### config.mk
export PLATFORM = sky130hd
export DESIGN_NAME = bmx_exec
export DESIGN_NICKNAME = d
export VERILOG_FILES = /design/src/rtl/bmx_pkg.sv /design/src/rtl/bmx_decode.sv /design/src/rtl/bmx_exec.sv
export SDC_FILE = /design/constraint.sdc
export NUM_CORES = 1
export LEC_CHECK = 0
export BUFFER_PORTS_ARGS = -buffer_cell sky130_fd_sc_hd__buf_2
export CORE_AREA = 2 2 180 94
export DETAILED_ROUTE_END_ITERATION = 10
export DIE_AREA = 0 0 182 96
export GPL_TIMING_DRIVEN = 0
export PLACE_DENSITY = 0.81
export SLEW_MARGIN = 20
export SYNTH_ARGS = -nofsm -noshare
export SYNTH_HDL_FRONTEND = slang
export SYNTH_SLANG_ARGS = --single-unit
### constraint.sdc
create_clock -name mclk -period 7.3 [get_ports mclk]
set_input_delay 0 -clock mclk [delete_from_list [all_inputs] [get_ports mclk]]
set_output_delay 0 -clock mclk [all_outputs]
set_load 0.02 [all_outputs]
### src/rtl/bmx_pkg.sv
package bmx_pkg;
    localparam int PC_W = 16;
    localparam int DW   = 8;
    localparam int NEED_N   = 4;
    localparam int NEED_SP  = 0;
    localparam int NEED_SRC = 1;
    localparam int NEED_DP  = 2;
    localparam int NEED_BIT = 3;

    localparam logic [15:0] PC_RST  = 16'h0000;
    localparam logic [15:0] PC_STEP = 16'h0001;
    localparam logic [7:0]  SP_RST  = 8'h07;
    localparam logic [7:0]  SP_STEP = 8'h01;
    localparam logic [7:0]  ACC_RST = 8'h00;
    localparam logic [7:0]  ACC_DIR = 8'he0;
    localparam logic [7:0]  ACC_PAD = 8'h00;
    localparam logic [7:0]  BYTE_0  = 8'h00;
    localparam logic [2:0]  RN_PAGE = 3'h0;
    localparam logic [1:0]  RI_PAD  = 2'h0;
    localparam logic [1:0]  LEN_1   = 2'h1;
    localparam logic [1:0]  LEN_2   = 2'h2;
    localparam logic [1:0]  LEN_3   = 2'h3;
    localparam logic [1:0]  CYC_1   = 2'h1;
    localparam logic [1:0]  CYC_2   = 2'h2;
    localparam logic [1:0]  IX_OP   = 2'h0;
    localparam logic [1:0]  IX_B1   = 2'h1;
    localparam logic [1:0]  IX_B2   = 2'h2;
    localparam logic [1:0]  IX_STEP = 2'h1;

    localparam logic [7:0] OPC_JMP     = 8'h73;
    localparam logic [7:0] OPC_JNB     = 8'h30;
    localparam logic [7:0] OPC_JNC     = 8'h50;
    localparam logic [7:0] OPC_JNZ     = 8'h70;
    localparam logic [7:0] OPC_JZ      = 8'h60;
    localparam logic [7:0] OPC_LONG_CALL   = 8'h12;
    localparam logic [7:0] OPC_LONG_JUMP    = 8'h02;
    localparam logic [7:0] OPC_A_DIR   = 8'he5;
    localparam logic [7:0] OPC_A_IMM   = 8'h74;
    localparam logic [7:0] OPC_DIR_A   = 8'hf5;
    localparam logic [7:0] OPC_DIR_DIR = 8'h85;
    localparam logic [7:0] OPC_DIR_IMM = 8'h75;
    localparam logic [4:0] MV_A_RN     = 5'h1d;
    localparam logic [4:0] MV_RN_A     = 5'h1f;
    localparam logic [4:0] MV_RN_DIR   = 5'h15;
    localparam logic [4:0] MV_RN_IMM   = 5'h0f;
    localparam logic [4:0] MV_DIR_RN   = 5'h11;
    localparam logic [6:0] MV_A_IND    = 7'h73;
    localparam logic [6:0] MV_DIR_IND  = 7'h43;
    localparam logic [6:0] MV_IND_A    = 7'h7b;
    localparam logic [6:0] MV_IND_DIR  = 7'h53;
    localparam logic [6:0] MV_IND_IMM  = 7'h3b;

    typedef enum logic [3:0] {
        BMX_OP_NONE, BMX_OP_MOVE, BMX_OP_JMP, BMX_OP_JNB, BMX_OP_JNC,
        BMX_OP_JNZ, BMX_OP_JZ, BMX_OP_LONG_CALL, BMX_OP_LONG_JUMP
    } bmx_op_e;

    typedef enum logic [2:0] {
        BMX_LOC_A, BMX_LOC_RN, BMX_LOC_DIR, BMX_LOC_IND, BMX_LOC_IMM
    } bmx_loc_e;
endpackage

### src/rtl/bmx_decode.sv
`timescale 1ns/100ps
module bmx_decode (
    // opcode byte
    input  wire logic [bmx_pkg::DW-1:0] opc,
    // decoded form
    output bmx_pkg::bmx_op_e            op,
    output bmx_pkg::bmx_loc_e           src,
    output bmx_pkg::bmx_loc_e           dst,
    output logic                        src_b2,
    output logic                        dst_b2,
    output logic [1:0]                  len,
    output logic [1:0]                  cyc
);
    import bmx_pkg::*;

    wire m_a_rn   = opc[7:3] == MV_A_RN;
    wire m_a_dir  = opc == OPC_A_DIR;
    wire m_a_ind  = opc[7:1] == MV_A_IND;
    wire m_a_imm  = opc == OPC_A_IMM;
    wire m_rn_a   = opc[7:3] == MV_RN_A;
    wire m_rn_dir = opc[7:3] == MV_RN_DIR;
    wire m_rn_imm = opc[7:3] == MV_RN_IMM;
    wire m_dr_a   = opc == OPC_DIR_A;
    wire m_dr_rn  = opc[7:3] == MV_DIR_RN;
    wire m_dr_dr  = opc == OPC_DIR_DIR;
    wire m_dr_ind = opc[7:1] == MV_DIR_IND;
    wire m_dr_imm = opc == OPC_DIR_IMM;
    wire m_in_a   = opc[7:1] == MV_IND_A;
    wire m_in_dir = opc[7:1] == MV_IND_DIR;
    wire m_in_imm = opc[7:1] == MV_IND_IMM;

    // fifteen move forms by destination
    wire to_a  = m_a_rn | m_a_dir | m_a_ind | m_a_imm;
    wire to_rn = m_rn_a | m_rn_dir | m_rn_imm;
    wire to_dr = m_dr_a | m_dr_rn | m_dr_dr | m_dr_ind | m_dr_imm;
    wire to_in = m_in_a | m_in_dir | m_in_imm;
    wire mv    = to_a | to_rn | to_dr | to_in;
    wire fr_rn = m_a_rn | m_dr_rn;
    wire fr_dr = m_a_dir | m_rn_dir | m_dr_dr | m_in_dir;
    wire fr_in = m_a_ind | m_dr_ind;
    wire fr_im = m_a_imm | m_rn_imm | m_dr_imm | m_in_imm;

    wire j_ind = opc == OPC_JMP;
    wire j_nb  = opc == OPC_JNB;
    wire j_nc  = opc == OPC_JNC;
    wire j_nz  = opc == OPC_JNZ;
    wire j_z   = opc == OPC_JZ;
    wire j_cl  = opc == OPC_LONG_CALL;
    wire j_lj  = opc == OPC_LONG_JUMP;
    wire known = mv | j_ind | j_nb | j_nc | j_nz | j_z | j_cl | j_lj;

    assign op = mv    ? BMX_OP_MOVE  :
                j_ind ? BMX_OP_JMP   :
                j_nb  ? BMX_OP_JNB   :
                j_nc  ? BMX_OP_JNC   :
                j_nz  ? BMX_OP_JNZ   :
                j_z   ? BMX_OP_JZ    :
                j_cl  ? BMX_OP_LONG_CALL :
                j_lj  ? BMX_OP_LONG_JUMP  : BMX_OP_NONE;

    assign src = fr_rn ? BMX_LOC_RN  :
                 fr_dr ? BMX_LOC_DIR :
                 fr_in ? BMX_LOC_IND :
                 fr_im ? BMX_LOC_IMM : BMX_LOC_A;
    assign dst = to_rn ? BMX_LOC_RN  :
                 to_dr ? BMX_LOC_DIR :
                 to_in ? BMX_LOC_IND : BMX_LOC_A;

    // source byte first, destination second for direct to direct
    assign src_b2 = m_dr_imm;
    assign dst_b2 = m_dr_dr;

    wire three = m_dr_dr | m_dr_imm | j_nb | j_cl | j_lj;
    wire one   = m_a_rn | m_a_ind | m_rn_a | m_in_a | j_ind | ~known;
    wire fast  = to_a | m_rn_a | m_rn_imm | m_dr_a | m_in_a | m_in_imm | ~known;
    assign len = three ? LEN_3 : one ? LEN_1 : LEN_2;
    assign cyc = fast ? CYC_1 : CYC_2;
endmodule // bmx_decode

### src/rtl/bmx_exec.sv
// How it works
// - indirect jump loads pc with accumulator plus data pointer, sources kept.
// - bit-clear jump adds three, then the signed third byte when bit is zero.
// - carry-clear jump adds two, then the signed second byte when carry is zero.
// - accumulator-nonzero jump adds two, branches when any accumulator bit is one.
// - accumulator-zero jump adds two, branches when accumulator is all zero.
// - long call pushes pc plus three, low byte then high, stack pointer plus two.
// - long call then loads pc high from byte two, low from byte three.
// - long jump loads pc from bytes two and three, pushes nothing.
// - byte move copies source to destination, nothing else changes.
// - fifteen source and destination combinations of the byte move are decoded.
// - moving accumulator to itself by direct address reads the accumulator and leaves it unchanged.
// - moves into accumulator from register, direct, indirect and immediate.
// - moves into working register from accumulator, direct and immediate.
// - moves into direct address from accumulator, register, direct, indirect and immediate.
`timescale 1ns/100ps
module bmx_exec #(
    parameter logic [15:0] RESET_PC = bmx_pkg::PC_RST,
    parameter int          PC_WIDTH = bmx_pkg::PC_W
) (
    // clock and reset
    input  wire logic                      mclk,
    input  wire logic                      rst,
    // program memory
    output logic [bmx_pkg::PC_W-1:0]       code_addr,
    output logic                           code_rd,
    input  wire logic [bmx_pkg::DW-1:0]    code_data,
    // internal data ram
    output logic [bmx_pkg::DW-1:0]         ram_addr,
    output logic                           ram_rd,
    output logic                           ram_wr,
    output logic [bmx_pkg::DW-1:0]         ram_wdata,
    input  wire logic [bmx_pkg::DW-1:0]    ram_rdata,
    // bit space
    output logic [bmx_pkg::DW-1:0]         bit_addr,
    output logic                           bit_rd,
    input  wire logic                      bit_value,
    // core state in
    input  wire logic [bmx_pkg::PC_W-1:0]  data_pointer,
    input  wire logic                      carry,
    input  wire logic [1:0]                reg_bank,
    // core state out
    output logic [bmx_pkg::PC_W-1:0]       program_counter,
    output logic [bmx_pkg::DW-1:0]         stack_pointer,
    output logic [bmx_pkg::DW-1:0]         accumulator_sfr,
    // status
    output logic                           instr_done,
    output logic [1:0]                     instr_mcycles,
    output logic                           unknown_op
);
    import bmx_pkg::*;

    if (PC_WIDTH != PC_W) begin : g_chk
        $error("bmx_exec serves a 16-bit program counter only");
    end

    typedef enum logic [2:0] {
        S_ISSUE, S_WAIT, S_LATCH, S_RD, S_RDW, S_RDL, S_EXE, S_PUSH
    } bmx_st_e;

    bmx_st_e           st_r;
    logic [15:0]       pc_r;
    logic [7:0]        sp_r;
    logic [7:0]        acc_r;
    logic [7:0]        ib_r [0:2];
    logic [1:0]        idx_r;
    logic [NEED_N-1:0] need_r;
    logic [7:0]        sptr_r;
    logic [7:0]        dind_r;
    logic [7:0]        src_r;
    logic              bit_r;
    logic [15:0]       code_addr_r;
    logic              code_rd_r;
    logic [7:0]        ram_addr_r;
    logic              ram_rd_r;
    logic              ram_wr_r;
    logic [7:0]        ram_wdata_r;
    logic [7:0]        bit_addr_r;
    logic              bit_rd_r;
    logic              done_r;
    logic [1:0]        mcyc_r;
    logic              unk_r;

    bmx_op_e           op_w;
    bmx_loc_e          src_w;
    bmx_loc_e          dst_w;
    logic              src_b2_w;
    logic              dst_b2_w;
    logic [1:0]        len_w;
    logic [1:0]        cyc_w;

    // opcode straight from memory while the first byte lands
    wire [7:0] opc_w = (st_r == S_LATCH && idx_r == IX_OP) ? code_data : ib_r[IX_OP];

    bmx_decode u_dec (
        .opc    (opc_w),
        .op     (op_w),
        .src    (src_w),
        .dst    (dst_w),
        .src_b2 (src_b2_w),
        .dst_b2 (dst_b2_w),
        .len    (len_w),
        .cyc    (cyc_w)
    );

    // operand addressing
    wire [7:0] rn_addr  = {RN_PAGE, reg_bank, opc_w[2:0]};
    wire [7:0] ri_addr  = {RN_PAGE, reg_bank, RI_PAD, opc_w[0]};
    wire [7:0] srcb     = src_b2_w ? ib_r[IX_B2] : ib_r[IX_B1];
    wire [7:0] dstb     = dst_b2_w ? ib_r[IX_B2] : ib_r[IX_B1];
    wire [7:0] src_rd   = src_w == BMX_LOC_RN  ? rn_addr :
                          src_w == BMX_LOC_DIR ? srcb    : sptr_r;
    wire [7:0] dst_addr = dst_w == BMX_LOC_RN  ? rn_addr :
                          dst_w == BMX_LOC_DIR ? dstb    : dind_r;
    wire       to_acc   = dst_w == BMX_LOC_A ||
                          (dst_w == BMX_LOC_DIR && dstb == ACC_DIR);
    wire [7:0] mv_val   = src_w == BMX_LOC_A   ? acc_r :
                          src_w == BMX_LOC_IMM ? srcb  : src_r;
    // a direct source naming the accumulator reads the accumulator itself
    wire       src_acc  = src_w == BMX_LOC_DIR && srcb == ACC_DIR;
    wire [7:0] src_in   = src_acc ? acc_r : ram_rdata;

    // pending reads, lowest bit first
    wire [NEED_N-1:0] need_ini;
    wire              mv_w = op_w == BMX_OP_MOVE;
    assign need_ini[NEED_SP]  = mv_w && src_w == BMX_LOC_IND;
    assign need_ini[NEED_SRC] = mv_w && src_w != BMX_LOC_A && src_w != BMX_LOC_IMM;
    assign need_ini[NEED_DP]  = mv_w && dst_w == BMX_LOC_IND;
    assign need_ini[NEED_BIT] = op_w == BMX_OP_JNB;
    wire [NEED_N-1:0] pick_oh   = need_r & (~need_r + 1'b1);
    wire [NEED_N-1:0] need_left = need_r & ~pick_oh;
    wire              ram_pick  = |pick_oh[NEED_DP:NEED_SP];
    wire [7:0]        rd_addr   = pick_oh[NEED_SRC] ? src_rd : ri_addr;
    wire              more_b    = (idx_r + IX_STEP) < len_w;

    // branch arithmetic
    wire [7:0]  rel    = op_w == BMX_OP_JNB ? ib_r[IX_B2] : ib_r[IX_B1];
    wire [15:0] pc_rel = pc_r + {{8{rel[7]}}, rel};
    wire        take   = op_w == BMX_OP_JNB ? !bit_r  :
                         op_w == BMX_OP_JNC ? !carry  :
                         op_w == BMX_OP_JNZ ? |acc_r  :
                         op_w == BMX_OP_JZ  ? acc_r == ACC_RST : 1'b0;
    wire [15:0] tgt    = {ib_r[IX_B1], ib_r[IX_B2]};
    wire [15:0] ind_pc = {ACC_PAD, acc_r} + data_pointer;
    wire [7:0]  sp_inc = sp_r + SP_STEP;
    wire [7:0]  pc_lo  = pc_r[7:0];
    wire [7:0]  pc_hi  = pc_r[15:8];
    wire        ex_w   = st_r == S_EXE;

    always_ff @(posedge mclk or posedge rst) begin
        if (rst) begin
            st_r        <= S_ISSUE;
            pc_r        <= RESET_PC;
            sp_r        <= SP_RST;
            acc_r       <= ACC_RST;
            ib_r        <= '{BYTE_0, BYTE_0, BYTE_0};
            idx_r       <= IX_OP;
            need_r      <= '0;
            sptr_r      <= BYTE_0;
            dind_r      <= BYTE_0;
            src_r       <= BYTE_0;
            bit_r       <= 1'b0;
            code_addr_r <= RESET_PC;
            code_rd_r   <= 1'b0;
            ram_addr_r  <= BYTE_0;
            ram_rd_r    <= 1'b0;
            ram_wr_r    <= 1'b0;
            ram_wdata_r <= BYTE_0;
            bit_addr_r  <= BYTE_0;
            bit_rd_r    <= 1'b0;
            done_r      <= 1'b0;
            mcyc_r      <= CYC_1;
            unk_r       <= 1'b0;
        end else begin
            code_rd_r <= 1'b0;
            ram_rd_r  <= 1'b0;
            ram_wr_r  <= 1'b0;
            bit_rd_r  <= 1'b0;
            done_r    <= 1'b0;
            unk_r     <= 1'b0;
            unique case (st_r)
                S_ISSUE: begin
                    code_addr_r <= pc_r;
                    code_rd_r   <= 1'b1;
                    pc_r        <= pc_r + PC_STEP;
                    st_r        <= S_WAIT;
                end
                S_WAIT: st_r <= S_LATCH;
                S_LATCH: begin
                    ib_r[idx_r] <= code_data;
                    if (more_b) begin
                        idx_r <= idx_r + IX_STEP;
                        st_r  <= S_ISSUE;
                    end else begin
                        idx_r  <= IX_OP;
                        need_r <= need_ini;
                        st_r   <= |need_ini ? S_RD : S_EXE;
                    end
                end
                S_RD: begin
                    ram_addr_r <= rd_addr;
                    ram_rd_r   <= ram_pick;
                    bit_addr_r <= ib_r[IX_B1];
                    bit_rd_r   <= !ram_pick;
                    st_r       <= S_RDW;
                end
                S_RDW: st_r <= S_RDL;
                S_RDL: begin
                    if (pick_oh[NEED_SP]) sptr_r <= ram_rdata;
                    if (pick_oh[NEED_SRC]) src_r <= src_in;
                    if (pick_oh[NEED_DP]) dind_r <= ram_rdata;
                    if (pick_oh[NEED_BIT]) bit_r <= bit_value;
                    need_r <= need_left;
                    st_r   <= |need_left ? S_RD : S_EXE;
                end
                S_EXE: begin
                    st_r   <= S_ISSUE;
                    done_r <= 1'b1;
                    mcyc_r <= cyc_w;
                    unique case (op_w)
                        BMX_OP_MOVE: begin
                            if (to_acc) begin
                                acc_r <= mv_val;
                            end else begin
                                ram_wr_r    <= 1'b1;
                                ram_addr_r  <= dst_addr;
                                ram_wdata_r <= mv_val;
                            end
                        end
                        BMX_OP_JMP: pc_r <= ind_pc;
                        BMX_OP_JNB, BMX_OP_JNC, BMX_OP_JNZ, BMX_OP_JZ: begin
                            if (take) pc_r <= pc_rel;
                        end
                        BMX_OP_LONG_JUMP: pc_r <= tgt;
                        BMX_OP_LONG_CALL: begin
                            ram_wr_r    <= 1'b1;
                            ram_addr_r  <= sp_inc;
                            ram_wdata_r <= pc_lo;
                            sp_r        <= sp_inc;
                            done_r      <= 1'b0;
                            st_r        <= S_PUSH;
                        end
                        BMX_OP_NONE: unk_r <= 1'b1;
                    endcase
                end
                S_PUSH: begin
                    ram_wr_r    <= 1'b1;
                    ram_addr_r  <= sp_inc;
                    ram_wdata_r <= pc_hi;
                    sp_r        <= sp_inc;
                    pc_r        <= tgt;
                    done_r      <= 1'b1;
                    st_r        <= S_ISSUE;
                end
            endcase
        end
    end

    assign code_addr       = code_addr_r;
    assign code_rd         = code_rd_r;
    assign ram_addr        = ram_addr_r;
    assign ram_rd          = ram_rd_r;
    assign ram_wr          = ram_wr_r;
    assign ram_wdata       = ram_wdata_r;
    assign bit_addr        = bit_addr_r;
    assign bit_rd          = bit_rd_r;
    assign program_counter = pc_r;
    assign stack_pointer   = sp_r;
    assign accumulator_sfr = acc_r;
    assign instr_done      = done_r;
    assign instr_mcycles   = mcyc_r;
    assign unknown_op      = unk_r;

    logic [15:0] ipc_r;
    always_ff @(posedge mclk or posedge rst) begin
        if (rst) ipc_r <= RESET_PC;
        else if (st_r == S_LATCH && idx_r == IX_OP) ipc_r <= code_addr_r;
    end
endmodule // bmx_exec

# After elaboration in Yosys (flattened, before gate mapping)
# Index checks and enable logic that the tools add are counted.
[word_totals]
register_bits = 138
out_inout_bits = 80
wordCells = 240
[op_classes]
add_sub_neg = 6
order_cmp = 3
n_eq_ne = 53
mux = 66
n_bitwise = 50
n_reduce_logical = 38
[ops]
columns = ["op", "n"]
rows = [
  ["8-bit 2-to-1 mux", 16],
  ["16-bit case mux with 3 select lines", 2],
  ["8-bit case mux with 2 select lines", 4],
  ["8-bit by 7-bit equality test with 1-bit output (second input constant)", 6],
  ["1-bit bitwise OR", 44],
  ["8-bit equality test (second input constant)", 5],
  ["4-bit 2-to-1 mux", 9],
  ["3-bit 2-to-1 mux", 10],
  ["7-bit equality test (second input constant)", 4],
  ["24-bit bitwise mux", 1],
  ["3-bit case mux with 8 select lines", 1],
  ["8-bit case mux with 3 select lines", 1],
  ["5-bit equality test (second input constant)", 4],
  ["3-bit by 2-bit equality test with 1-bit output (second input constant)", 6],
  ["16-bit by 1-bit adder with 16-bit output (second input constant)", 1],
  ["16-bit adder", 1],
  ["8-bit by 16-bit adder with 16-bit output", 1],
  ["8-bit demux with 2-bit select", 1],
  ["4-bit by 3-bit equality test with 1-bit output (second input constant)", 4],
  ["16-bit 2-to-1 mux", 1],
  ["3-bit equality test (second input constant)", 5],
  ["2-bit AND reduction", 6],
  ["3-bit AND reduction", 4],
  ["4-bit OR reduction", 3],
  ["other kinds (39)", 76],
]

# Depth between registers and ports, before layout
# Gate-level depths: netlist of run 1.
[logic_depth]
depth_word = 24
depth_mapped = 20

# Modules after synthesis
# From an unflattened synthesis of run 1, not the netlist that was laid out.
[unflattened]
cells_unflattened = 1042
area_unflattened_um2 = 9550.4
[modules_own_cells]
columns = ["mod", "instances", "cells_each", "area_each_um2", "seq_area_each_um2"]
rows = [
  ["bmx_exec", 1, 956, 8972.4, 3458.3],
  ["bmx_decode", 1, 86, 578.1, 0.0],
]

# Worst setup path after synthesis of run 1
# Ideal clock, no wire load.
[synth_path]
kind = "register to register"
start = "register idx_r[0]"
end = "register pc_r[15], in the netlist program_counter[15]"
arrival_time_ps = 4194
t_required_ps = 7179
slack_ps = 2985
stages_incl_launch_ff = 19
synth_period_minus_slack_ps = 4315
cell_sequence = "dfrtp_1 > inv_1 > ha_1 > and4bb_1 > buf_6 > buf_2 > a32o_1 > buf_1 > mux2_2 > ha_1 > a211oi_1 > nor3_1 > nor2_1 > a21oi_1 > o41ai_1 > o21ai_0 > xor2_1 > a211o_1 > a22o_1"
[synth_between]
elab_chain_cells = 19
word_cells_on_any_way = 66
cone_classes = "1 x add/sub; 30 x eq/ne; 17 x mux; 14 x bitwise; 4 x reduce/logical"
[synth_lines]
columns = ["item", "line_no", "text"]
rows = [
  ["start, declared", "bmx_exec.sv:66", "logic [1:0] idx_r;"],
  ["start signal, assigned", "bmx_exec.sv:192", "idx_r <= idx_r + IX_STEP;"],
  ["2-bit logical NOT (*)", "n/a", ""],
  ["1-bit logical AND (*)", "n/a", ""],
  ["8-bit 2-to-1 mux (*)", "bmx_exec.sv:93", "wire [7:0] opc_w = (st_r == S_LATCH && idx_r == IX_OP) ? code_data : ib_r[IX_OP];"],
  ["8-bit by 2-bit equality test with 1-bit output", "bmx_decode.sv:49", "wire j_lj = opc == OPC_LONG_JUMP;"],
  ["4-bit 2-to-1 mux", "bmx_decode.sv:59", "j_lj ? BMX_OP_LONG_JUMP : BMX_OP_NONE;"],
  ["4-bit 2-to-1 mux", "bmx_decode.sv:58", "j_cl ? BMX_OP_LONG_CALL :"],
  ["4-bit 2-to-1 mux", "bmx_decode.sv:57", "j_z ? BMX_OP_JZ :"],
  ["4-bit 2-to-1 mux", "bmx_decode.sv:56", "j_nz ? BMX_OP_JNZ :"],
  ["4-bit 2-to-1 mux", "bmx_decode.sv:55", "j_nc ? BMX_OP_JNC :"],
  ["4-bit 2-to-1 mux", "bmx_decode.sv:54", "j_nb ? BMX_OP_JNB :"],
  ["4-bit 2-to-1 mux", "bmx_decode.sv:53", "j_ind ? BMX_OP_JMP :"],
  ["4-bit 2-to-1 mux (*)", "bmx_decode.sv:52", "assign op = mv ? BMX_OP_MOVE :"],
  ["branches (longest 7 deep; another with 16-bit adder)", "n/a", ""],
  ["end signal, assigned", "bmx_exec.sv:185", "pc_r <= pc_r + PC_STEP;"],
  ["end signal, assigned", "bmx_exec.sv:230", "BMX_OP_JMP: pc_r <= ind_pc;"],
  ["end signal, assigned", "bmx_exec.sv:232", "if (take) pc_r <= pc_rel;"],
  ["end, declared", "bmx_exec.sv:62", "logic [15:0] pc_r;"],
]
# Mark *: on every way between the ends. The select of a mux whose other input is x is not followed.
# A chain may end at the register's enable or synchronous reset.

# Worst setup path in the final report of run 1
# Same ends and word-level chain as after synthesis.

==> flow_metrics.tcl, run 1 <==
set metrics [dict create \
    outcome "completed" \
    synth_sequential_area_ratio_pct 36.9 \
    internal_power_mw 2.68 \
    ctsHoldBuffers 11 \
    clock-root-buffer "sky130_fd_sc_hd__clkbuf_16" \
    totalWireLength_um 32300 \
    postSynth.asyncResetShare_pct 100 \
    cp_max_fo 10 \
    skew_ns 0.0122 \
    via_count 9267 \
    dominantRegCellSynth "sky130_fd_sc_hd__dfrtp_1" \
    final_cell_mix "134 x sky130_fd_sc_hd__dfrtp_1, 126 x sky130_fd_sc_hd__buf_2, 100 x sky130_fd_sc_hd__nand2_1" \
    final_design_area_no_fill_sq_um 10900 \
    time_the_final_worst_path_needs_with_i_o_delays_and_setup_ns 5.53 \
    synthDistinctLibCells 80 \
    logic_pwr_share_pct 54.3 \
    ff_latch_area_sq_um 3460 \
    vdd_drop_max_v 0.000253 \
    crit_chain "inv_1 -> ha_1 -> and4bb_1 -> buf_6 -> buf_2 -> a32o_1 -> buf_1 -> mux2_2 -> ha_1 -> a211oi_1 -> nor3_1 -> nor2_1 -> a21oi_1 -> o41ai_1 -> o21ai_0 -> xor2_1 -> a211o_1 -> a22o_1" \
    power_switching_share_pct 49.2 \
    cp_slowest_cell "sky130_fd_sc_hd__buf_1" \
    latest_clock_arrival_within_the_worst_skew_pair_ns 0.43 \
    inserted_clock_buffers 17 \
    mappedNetlistNets 1073 \
    first_global_vias 8426 \
    grt_pass1_wl_um 49000 \
    detail_route.drc_violations 0 \
    worstPathArrival_ns 5.85 \
    finalSetupViolCount 0 \
    cpLargestDelayFamily "compound AO/OA/AOI/OAI gates" \
    ctsHtreeMaxLevel 4 \
    multi_input_comb_area_sq_um 5600 \
    cts.clk_slew.worst_paths_ns 0.07 \
    drtAntennaViolNets 0 \
    detail_route.vias_per_cell 6.76 \
    max_cap_viol_count 0 \
    drive_gt1_share_pct 22.1 \
    number_of_enable_type_register_cells_in_the_synthesized_netlist 0 \
    grt.total_usage_pct 37.5 \
    globalplace.congestion 0.996 \
    synth_top_cell_area_share_pct 35.8 \
    final_min_period_over_clock_period_pct 75.8 \
    critPathBufInv 4 \
    rsz0062_at_grt "false" \
    synth_area_leader_cell "sky130_fd_sc_hd__dfrtp_1" \
    clock_path_buffers 2 \
    cellLeakagePower_nw 4.94 \
    pre_repair_dr_iteration_count 5 \
    port_buffers 115 \
    powerDensity_nw_per_um2 482 \
    total_power_mw 5.28 \
    timing_worst_slew_pin_value_ns 0.911 \
    dp.final_hpwl_um 24000 \
    diodes 0 \
    rows 33 \
    grt_overflow_total 0 \
    clock_sinks 138 \
    die-height_um 96 \
    die_area_sq_um 17500 \
    final_core_util_pct 68.6 \
    class_of_the_worst_hold_path "in -> reg" \
    num-fill-cells 1299 \
    layout.nets 1219 \
    dpl-instance-area_sq_um 10200 \
    hold_slack_ns 0.0409 \
    antenna_found_initial 0 \
    fmax_mhz 181 \
    placeableCoreArea_sq_um 15900 \
    report.final.hold_viol_count 0 \
    number_of_setup_buffers_added_after_cts 0 \
    syn2layout_area_growth_pct 16.8 \
    cts_tree "done" \
    post_synth_main_area_contributors "sky130_fd_sc_hd__dfrtp_1 36%, sky130_fd_sc_hd__mux2_2 9.0%, sky130_fd_sc_hd__mux2i_1 4.7%" \
    start_util_pct 58.7 \
    cts_repair_resize_count 0 \
    path_common_cell "sky130_fd_sc_hd__ha_1" \
    synth_cells 1002 \
    final-max-slew-violation-count 0 \
    post_synth_instance_area_sq_um 9360 \
    worstSetupPathType "reg -> reg" \
    sum_neg_setup_slack_ns 0 \
    ys_warn_count 0 \
    power_frac_seq_pct 28.9 \
    drt-wirelength-per-cell_um 23.5 \
    endpoint_kind "flip-flop" \
    grt_max_degree 74 \
    avgSynthCellArea_sq_um 9.34 \
    die_x_um 182 \
    worst_ep_required_time_ns 7.62 \
    critPathLaunchType "flip-flop" \
    slowest_delay_ns 0.56 \
    detail_route.iter0.violations 1194 \
    pwr-share-clk_pct 16.8 \
    layout_commonest_cell "sky130_fd_sc_hd__dfrtp_1" \
    netSwitchingPower_mw 2.60 \
    slew_headroom_pct 39.3 \
    synth_seq_cells 138 \
    boundaryPins 118 \
]
## layout make-up
cell class / instances / area share (%)
plain buffers: 55 / 2.08
clock buffers: 18 / 3.92
clock inverters: 14 / 1.40
inverters: 23 / 0.858
multi-input cells: 786 / 51.2
flip-flops and latches: 138 / 31.6
well taps: 210 / 2.40
repair buffers: 127 / 6.52
## logic make-up after synthesis
group	share of synthesized area, %
compound gates	18.7
xor+xnor	3.74
fa+ha+maj	4.68
buf+inv	3.35
flops	36.9
mux	15.2
simple gates	17.4
## state kept, by name (all words and copies together) (netlist names), 2 cells and up
name,count
dind_r,8
need_r,4
program_counter,16
st_r,3
ram_wdata,8
accumulator_sfr,8
code_addr,16
ram_addr,8
sptr_r,8
bit_addr,8
src_r,8
instr_mcycles,2
stack_pointer,8
idx_r,2
ib_r,24
## through the flow
step	cells	worst slack, ns
floorplan	1002	2.99
global placement	1327	2.07
detailed placement	1328	2.05
CTS	1371	2.02
global route	1371	1.55
finish	1371	1.77
## Yosys cell counts, drive strengths merged, types with 7 or more instances
library cell / n
and2: 11
xor2: 14
nand3: 32
o211ai: 23
mux2i: 45
nor2: 65
nand2: 101
a22oi: 7
o221ai: 7
nor2b: 7
mux2: 85
nor3: 23
o31ai: 7
inv: 23
dfrtp: 134
nor4: 14
a21oi: 61
o21ai: 60
a211oi: 13
ha: 31
o21a: 12
and3: 13
nand4: 16
buf: 14
a31oi: 12
clkbuf: 41
xnor2: 26
a221o: 7
## worst min-delay path: cells and delay by family
family / cells / cell delay (ns)
AOI/OAI and AO/OA: 2 / 0.20
buffers and inverters: 1 / 0.09
muxes: 1 / 0.14
## worst paths after layout
check / start / to / slack, ns / cells after the start
hold / removal: reg_bank[1] / ram_addr[4] / 0.04 / 4
min in group asynchronous: rst / stack_pointer[7] / 0.15 / 3
setup reg to reg: idx_r[0] / program_counter[15] / 1.77 / 18
max in group asynchronous: rst / instr_mcycles[0] / 6.38 / 4
setup / recovery: idx_r[0] / program_counter[15] / 1.77 / 18
hold reg to reg: stack_pointer[1] / stack_pointer[1] / 0.48 / 2
## metal layers
metal | routed length (um) | global-route usage, % | vias to the layer above
li1 | - | - | 4021
met4 | 672 | 8.80 | 0
met1 | 14200 | 55.2 | 4433
met2 | 12000 | 49.4 | 733
met3 | 5340 | 16.9 | 80
met5 | 0 | 0 | -
## power by group through the flow
stage / Combinational [mW] / Clock [mW] / Sequential [mW]
5_1_grt: 3.09 / 0.918 / 1.54
3_3_place_gp: 2.70 / 0 / 1.48
2_1_floorplan: 1.80 / 0 / 1.55
6_report: 2.87 / 0.886 / 1.52
4_1_cts: 2.78 / 0.882 / 1.48
3_5_place_dp: 2.75 / 0 / 1.49
No activity file was read; power rests on OpenSTA's default activity.
==> inputs of run 2 (changes only) <==
- CORE_AREA: 2 2 180 94 -> 2 2 182 95
- DIE_AREA: 0 0 182 96 -> 0 0 184 97
- PLACE_DENSITY: 0.81 -> 0.8
- clock period: 7.3 -> 5.23 ns (I/O delays scaled with it)
==> run 2 against run 1 <==
Net effect: global-route usage decreased by 0.32 points; maximum frequency up 12%; design area grew 0.54%; power increased by 41%; combinational power rose by 41%; clock power grew 47%; final cell count rose by 0.22%; non-clock buffer count rose by 1; sequential power grew 39%; flip-flop and latch count is the same; critical path type unchanged; clock-buffer cell count unchanged.
==> flow_metrics.tcl, run 2 (synthesis gave the netlist of run 1 again) <==
set metrics [dict create \
    drive_gt1_share_pct 22.5 \
    timing_worst_slew_pin_value_ns 0.885 \
    worstPathArrival_ns 5.24 \
    max_cap_viol_count 0 \
    drtAntennaViolNets 0 \
    boundaryPins 118 \
    cellLeakagePower_nw 4.98 \
    clock-root-buffer "sky130_fd_sc_hd__clkbuf_16" \
    via_count 9268 \
    final_core_util_pct 68.3 \
    cp_max_fo 10 \
    ctsHtreeMaxLevel 4 \
    slew_headroom_pct 41.0 \
    syn2layout_area_growth_pct 17.5 \
    final-max-slew-violation-count 0 \
    finalSetupViolCount 0 \
    detail_route.iter0.violations 1334 \
    slowest_delay_ns 0.39 \
    cp_slowest_cell "sky130_fd_sc_hd__mux2_2" \
    class_of_the_worst_hold_path "in -> reg" \
    time_the_final_worst_path_needs_with_i_o_delays_and_setup_ns 4.92 \
    cpLargestDelayFamily "compound AO/OA/AOI/OAI gates" \
    largest_register_ff_count 24 \
    cts_tree "done" \
    cts.clk_slew.worst_paths_ns 0.07 \
    die-height_um 97 \
    grt_overflow_total 0 \
    globalplace.congestion 1.02 \
    grt.total_usage_pct 37.2 \
    final_cells 1374 \
    final_cell_mix "134 x sky130_fd_sc_hd__dfrtp_1, 127 x sky130_fd_sc_hd__buf_2, 100 x sky130_fd_sc_hd__nand2_1" \
    totalWireLength_um 32700 \
    critPathLaunchType "flip-flop" \
    die_x_um 184 \
    clock_sinks 138 \
    critPathBufInv 4 \
    first_global_vias 8604 \
    grt_max_degree 81 \
    latest_clock_arrival_within_the_worst_skew_pair_ns 0.44 \
    rsz0062_at_grt "false" \
    final_design_area_no_fill_sq_um 11000 \
    dpl-instance-area_sq_um 10200 \
    vdd_drop_max_v 0.000430 \
    antenna_found_initial 1 \
    grt_pass1_wl_um 50000 \
    regMostFlops "ib_r" \
    inserted_clock_buffers 17 \
    number_of_setup_buffers_added_after_cts 0 \
    port_buffers 115 \
    detail_route.drc_violations 0 \
    placeableCoreArea_sq_um 16100 \
    worstSetupPathType "reg -> reg" \
    layout_commonest_cell "sky130_fd_sc_hd__dfrtp_1" \
    dp_cells 1329 \
    endpoint_kind "flip-flop" \
    crit_chain "inv_1 -> ha_1 -> and4bb_1 -> buf_6 -> buf_2 -> a32o_1 -> buf_2 -> mux2_2 -> ha_1 -> a211oi_2 -> nor3_1 -> nor2_1 -> a21oi_1 -> o41ai_2 -> o21ai_0 -> xor2_1 -> a211o_1 -> a22o_1" \
    report.final.hold_viol_count 0 \
    dp.final_hpwl_um 24400 \
    final_min_period_over_clock_period_pct 94.0 \
    outcome "completed" \
    detail_route.vias_per_cell 6.75 \
    die_area_sq_um 17800 \
    layout.nets 1220 \
    skew_ns 0.0108 \
    start_util_pct 58.1 \
    powerDensity_nw_per_um2 678 \
    drt-wirelength-per-cell_um 23.8 \
    rows 33 \
    clock_path_buffers 2 \
    fmax_mhz 203 \
    pre_repair_dr_iteration_count 5 \
    worst_ep_required_time_ns 5.56 \
]
-- run 2: what timing repair did --
action                                  in CTS  in global routing
hold buffers                                11                  0
resized for setup                            1                  2
hold endpoints to repair                    86                  0
endpoints found under the setup margin       1                  1
-- run 2: path summary, 6_finish.rpt --
path	start	endpoint	slack [ns]	depth (start not counted)
max	idx_r[0]	program_counter[15]	0.31	18
max reg2reg	idx_r[0]	program_counter[15]	0.31	18
min in group asynchronous	rst	ram_addr[7]	0.11	3
min	reg_bank[0]	ram_addr[3]	0.02	4
min reg2reg	stack_pointer[1]	stack_pointer[1]	0.48	2
max in group asynchronous	rst	instr_mcycles[0]	4.32	4
-- run 2: stage by stage --
step                      setup TNS, ns  total power [mW]  hold slack, ns  worst slack, ns
after global placement            -9.94              5.85           0.251          -0.0929
after floorplan                       0              4.67           0.150            0.915
after detailed placement              0              5.93          0.0473           0.0201
after global routing                  0              7.85          0.0602           0.0680
after CTS                             0              7.27          0.0317            0.108
final                                 0              7.46          0.0219            0.312
-- run 2: power by group --
group          total (mW)  internal, mW  switching [mW]
Clock                1.30         0.764           0.534
Sequential           2.11          1.51           0.600
Combinational        4.05          1.56            2.49
Total                7.46          3.84            3.62
-- run 2: layout make-up --
type	count	area (sq um)
diodes	2	5.00
plain buffers	55	229
clock buffers	18	429
clock inverters	14	185
fillers	1317	5110
inverters	23	93.8
multi-input cells	786	5610
flip-flops and latches	138	3460
well taps	210	263
repair buffers	128	721
-- run 2: layer usage --
layer  track usage, %  vias up  share of wire, %
met5                0        -                 0
met4             8.55        0               1.4
met3             16.2       52                16
met2             47.9      735                38
met1             56.3     4448                44
li1                 -     4033                 -
-- run 2: worst reg2reg max path, stage by stage, from the launching register on --
cell and delay [ns]:
sky130_fd_sc_hd__dfrtp_1 0.38, sky130_fd_sc_hd__inv_1 0.15, sky130_fd_sc_hd__ha_1 0.19, sky130_fd_sc_hd__and4bb_1 0.21, sky130_fd_sc_hd__buf_6 0.16, sky130_fd_sc_hd__buf_2 0.28, sky130_fd_sc_hd__a32o_1 0.34, sky130_fd_sc_hd__buf_2 0.32
sky130_fd_sc_hd__mux2_2 0.40, sky130_fd_sc_hd__ha_1 0.32, sky130_fd_sc_hd__a211oi_2 0.32, sky130_fd_sc_hd__nor3_1 0.11, sky130_fd_sc_hd__nor2_1 0.20, sky130_fd_sc_hd__a21oi_1 0.18, sky130_fd_sc_hd__o41ai_2 0.34, sky130_fd_sc_hd__o21ai_0 0.20
sky130_fd_sc_hd__xor2_1 0.20, sky130_fd_sc_hd__a211o_1 0.31, sky130_fd_sc_hd__a22o_1 0.22
==> inputs of run 3 (changes only) <==
- ABC_AREA: default -> 1
- CORE_AREA: 2 2 182 95 -> 2 2 181 94
- DIE_AREA: 0 0 184 97 -> 0 0 183 96
- clock period: 5.23 -> 5.5 ns (I/O delays scaled with it)
==> run 3 against run 2 <==
Net effect: design area fell by 1.1%; critical path depth rose by 7; non-clock buffer count fell by 11; clock skew fell by 0.0021 ns; critical path type unchanged.
==> flow_metrics.tcl, run 3 <==
set metrics [dict create \
    worstSetupPathType "reg -> reg" \
    rows 33 \
    post_synth_main_area_contributors "sky130_fd_sc_hd__dfrtp_1 36%, sky130_fd_sc_hd__nand2_1 16%, sky130_fd_sc_hd__o21ai_0 7.1%" \
    syn2layout_area_growth_pct 17.5 \
    rsz0062_at_grt "false" \
    dp_cells 1614 \
    report.final.hold_viol_count 0 \
    avgSynthCellArea_sq_um 7.20 \
    number_of_enable_type_register_cells_in_the_synthesized_netlist 0 \
    fmax_mhz 211 \
    final-max-slew-violation-count 0 \
    synth_area_leader_cell "sky130_fd_sc_hd__dfrtp_1" \
    ys_warn_count 0 \
    detail_route.drc_violations 0 \
    number_of_setup_buffers_added_after_cts 0 \
    postSynth.asyncResetShare_pct 100 \
    synthDistinctLibCells 51 \
    internal_power_mw 3.37 \
    r2r-end "program_counter[14]" \
    synth.most_common_cell "sky130_fd_sc_hd__nand2_1" \
    drive_gt1_share_pct 16.2 \
    clock-root-buffer "sky130_fd_sc_hd__clkbuf_16" \
    pwr-share-clk_pct 15.4 \
    netSwitchingPower_mw 3.79 \
    grt_overflow_total 0 \
    regMostFlops "ib_r" \
    groute.layer.met2.usage_pct 51.6 \
    timing_worst_slew_pin_value_ns 0.993 \
    cp_max_fo 10 \
    detail_route.iter0.violations 1598 \
    min_path_cells 4 \
    max_cap_viol_count 0 \
    final_cells 1664 \
    top_usage_layer "met1" \
    endpoint_kind "flip-flop" \
    sum_neg_setup_slack_ns 0 \
    top_cells_by_count_synth "387 x sky130_fd_sc_hd__nand2_1, 134 x sky130_fd_sc_hd__dfrtp_1, 131 x sky130_fd_sc_hd__o21ai_0" \
    boundaryPins 118 \
    path_common_cell "sky130_fd_sc_hd__nand2_1" \
    port_buffers 117 \
    grt_use_met1_pct 55.7 \
    dpl-instance-area_sq_um 10100 \
    cts.clk_slew.worst_paths_ns 0.07 \
    class_of_the_worst_hold_path "in -> reg" \
    power_frac_seq_pct 26.8 \
    first_global_vias 8701 \
    grt.total_usage_pct 37.2 \
    latest_clock_arrival_within_the_worst_skew_pair_ns 0.44 \
    timing.hold.worst.start "data_pointer[15]" \
    power_switching_share_pct 53.0 \
    cellLeakagePower_nw 5.68 \
    critPathLaunchType "flip-flop" \
    powerDensity_nw_per_um2 658 \
    dominantRegCellSynth "sky130_fd_sc_hd__dfrtp_1" \
    pre_repair_dr_iteration_count 5 \
    final_core_util_pct 67.9 \
    placeableCoreArea_sq_um 16000 \
    start_util_pct 57.8 \
    post_synth_instance_area_sq_um 9260 \
    via_count 9925 \
    synth_cells 1286 \
    layout_commonest_cell "sky130_fd_sc_hd__nand2_1" \
    cp_slowest_cell "sky130_fd_sc_hd__dfrtp_1" \
    synth_top_cell_area_share_pct 36.2 \
    skew_ns 0.00867 \
    slew_headroom_pct 33.5 \
    diodes 0 \
    die_area_sq_um 17600 \
    dp.final_hpwl_um 24100 \
    worstPathArrival_ns 5.05 \
    gr-usage-met3_pct 11.1 \
    drtAntennaViolNets 0 \
    inserted_clock_buffers 17 \
    vdd_drop_max_v 0.000324 \
    rrSetupSlack_ns 0.76 \
    worst_hold_path.endpoint "program_counter[15]" \
    r2r_start "idx_r[0]" \
    worst_r2r_path_depth 25 \
    time_the_final_worst_path_needs_with_i_o_delays_and_setup_ns 4.74 \
    globalplace.congestion 1.03 \
    outcome "completed" \
    ctsHtreeMaxLevel 4 \
    clock_path_buffers 2 \
    final_design_area_no_fill_sq_um 10900 \
    drt-wirelength-per-cell_um 19.0 \
    logic_pwr_share_pct 57.7 \
    grt_max_degree 90 \
    slowest_delay_ns 0.41 \
    antenna_found_initial 0 \
    largest_register_ff_count 24 \
    worst_ep_required_time_ns 5.82 \
    synth_sequential_area_ratio_pct 37.4 \
    finalSetupViolCount 0 \
    final_cell_mix "387 x sky130_fd_sc_hd__nand2_1, 134 x sky130_fd_sc_hd__dfrtp_1, 131 x sky130_fd_sc_hd__o21ai_0" \
    grt_pass1_wl_um 49000 \
    mappedNetlistNets 1357 \
    layout.nets 1512 \
    die_x_um 183 \
    totalWireLength_um 31600 \
    final_min_period_over_clock_period_pct 86.1 \
    clock_sinks 138 \
    synth_seq_cells 138 \
    cts_tree "done" \
    detail_route.vias_per_cell 5.96 \
    die-height_um 96 \
]
-- run 3: cell types whose count changed in the layout (fill, tap and decap cells not counted), moves of 24 or more --
cell / previous run / this run
sky130_fd_sc_hd__clkbuf_1: 42 / 18
sky130_fd_sc_hd__inv_1: 21 / 114
sky130_fd_sc_hd__mux2_2: 75 / 1
sky130_fd_sc_hd__mux2i_1: 44 / 0
sky130_fd_sc_hd__nand2_1: 100 / 387
sky130_fd_sc_hd__nand3_1: 32 / 91
sky130_fd_sc_hd__nor2_1: 63 / 88
sky130_fd_sc_hd__o21ai_0: 46 / 131
-- run 3: critical path, delay by kind of cell, from the launching register on --
family / cells / cell delay, ns
adders and majority gates: 2 / 0.68
buffers and inverters: 4 / 0.71
and+or+nand+nor: 13 / 1.77
AOI/OAI and AO/OA: 6 / 1.03
DFF: 1 / 0.41
-- run 3: layout make-up --
| cell class | count | area, sq um |
|---|---|---|
| Fill cell | 1413 | 5140 |
| Multi-Input combinational cell | 983 | 5110 |
| Sequential cell | 138 | 3460 |
| Timing Repair Buffer | 136 | 793 |
| Inverter | 129 | 492 |
| Clock buffer | 17 | 425 |
| Tap cell | 210 | 263 |
| Buffer | 36 | 206 |
| Clock inverter | 15 | 130 |
-- run 3: stage by stage --
| stage | total power [mW] | hold WS, ns | worst slack, ns |
|---|---|---|---|
| after floorplan | 4.63 | 0.150 | 1.81 |
| after global placement | 5.80 | 0.240 | 0.209 |
| after detailed placement | 5.88 | 0.0308 | 0.867 |
| after CTS | 7.03 | 0.0186 | 0.839 |
| after global routing | 7.66 | 0.0629 | 0.350 |
| final | 7.16 | 0.0376 | 0.764 |
-- run 3: per-layer routing --
| metal | vias to the layer above | part of all wire, % |
|---|---|---|
| li1 | 4605 | - |
| met3 | 69 | 14 |
| met4 | 0 | 1.9 |
| met5 | - | 0 |
| met1 | 4570 | 45 |
| met2 | 681 | 39 |
-- run 3: worst max-delay path by stage --
stage	start	end	slack, ns	depth (start not counted)
after CTS	idx_r[0]	program_counter[14]	0.84	25
after floorplan	rst	accumulator_sfr[0]	1.81	1
after detailed placement	idx_r[0]	program_counter[14]	0.87	25
final	idx_r[0]	program_counter[14]	0.76	25
after global routing	idx_r[0]	program_counter[14]	0.35	25
after global placement	rst	stack_pointer[3]	0.21	2
-- run 3: timing repair --
action / 4_1_cts / 5_1_grt
hold buffers: 18 / 0
gates resized for setup: 0 / 0
setup endpoints to repair: 0 / 0
endpoints found under the hold margin: 89 / 0
-- run 3: cell families (layout without fill, tap and decap cells) --
| kind of cell | after synthesis | in the layout | share of synthesized area (%) |
|---|---|---|---|
| compound gates | 277 | 277 | 16.8 |
| buf+inv | 165 | 333 | 7.46 |
| xor+xnor | 27 | 27 | 2.55 |
| flops | 138 | 138 | 37.4 |
| mux | 1 | 1 | 0.122 |
| fa+ha+maj | 33 | 33 | 4.62 |
| simple gates | 645 | 645 | 31.1 |
-- run 3: power by group through the flow --
| stage | Clock, mW | Combinational (mW) | Sequential (mW) |
|---|---|---|---|
| after floorplan | 0 | 2.56 | 2.07 |
| after global placement | 0 | 3.91 | 1.90 |
| after detailed placement | 0 | 3.97 | 1.91 |
| after CTS | 1.11 | 4.02 | 1.90 |
| after global routing | 1.16 | 4.54 | 1.96 |
| final | 1.10 | 4.13 | 1.92 |
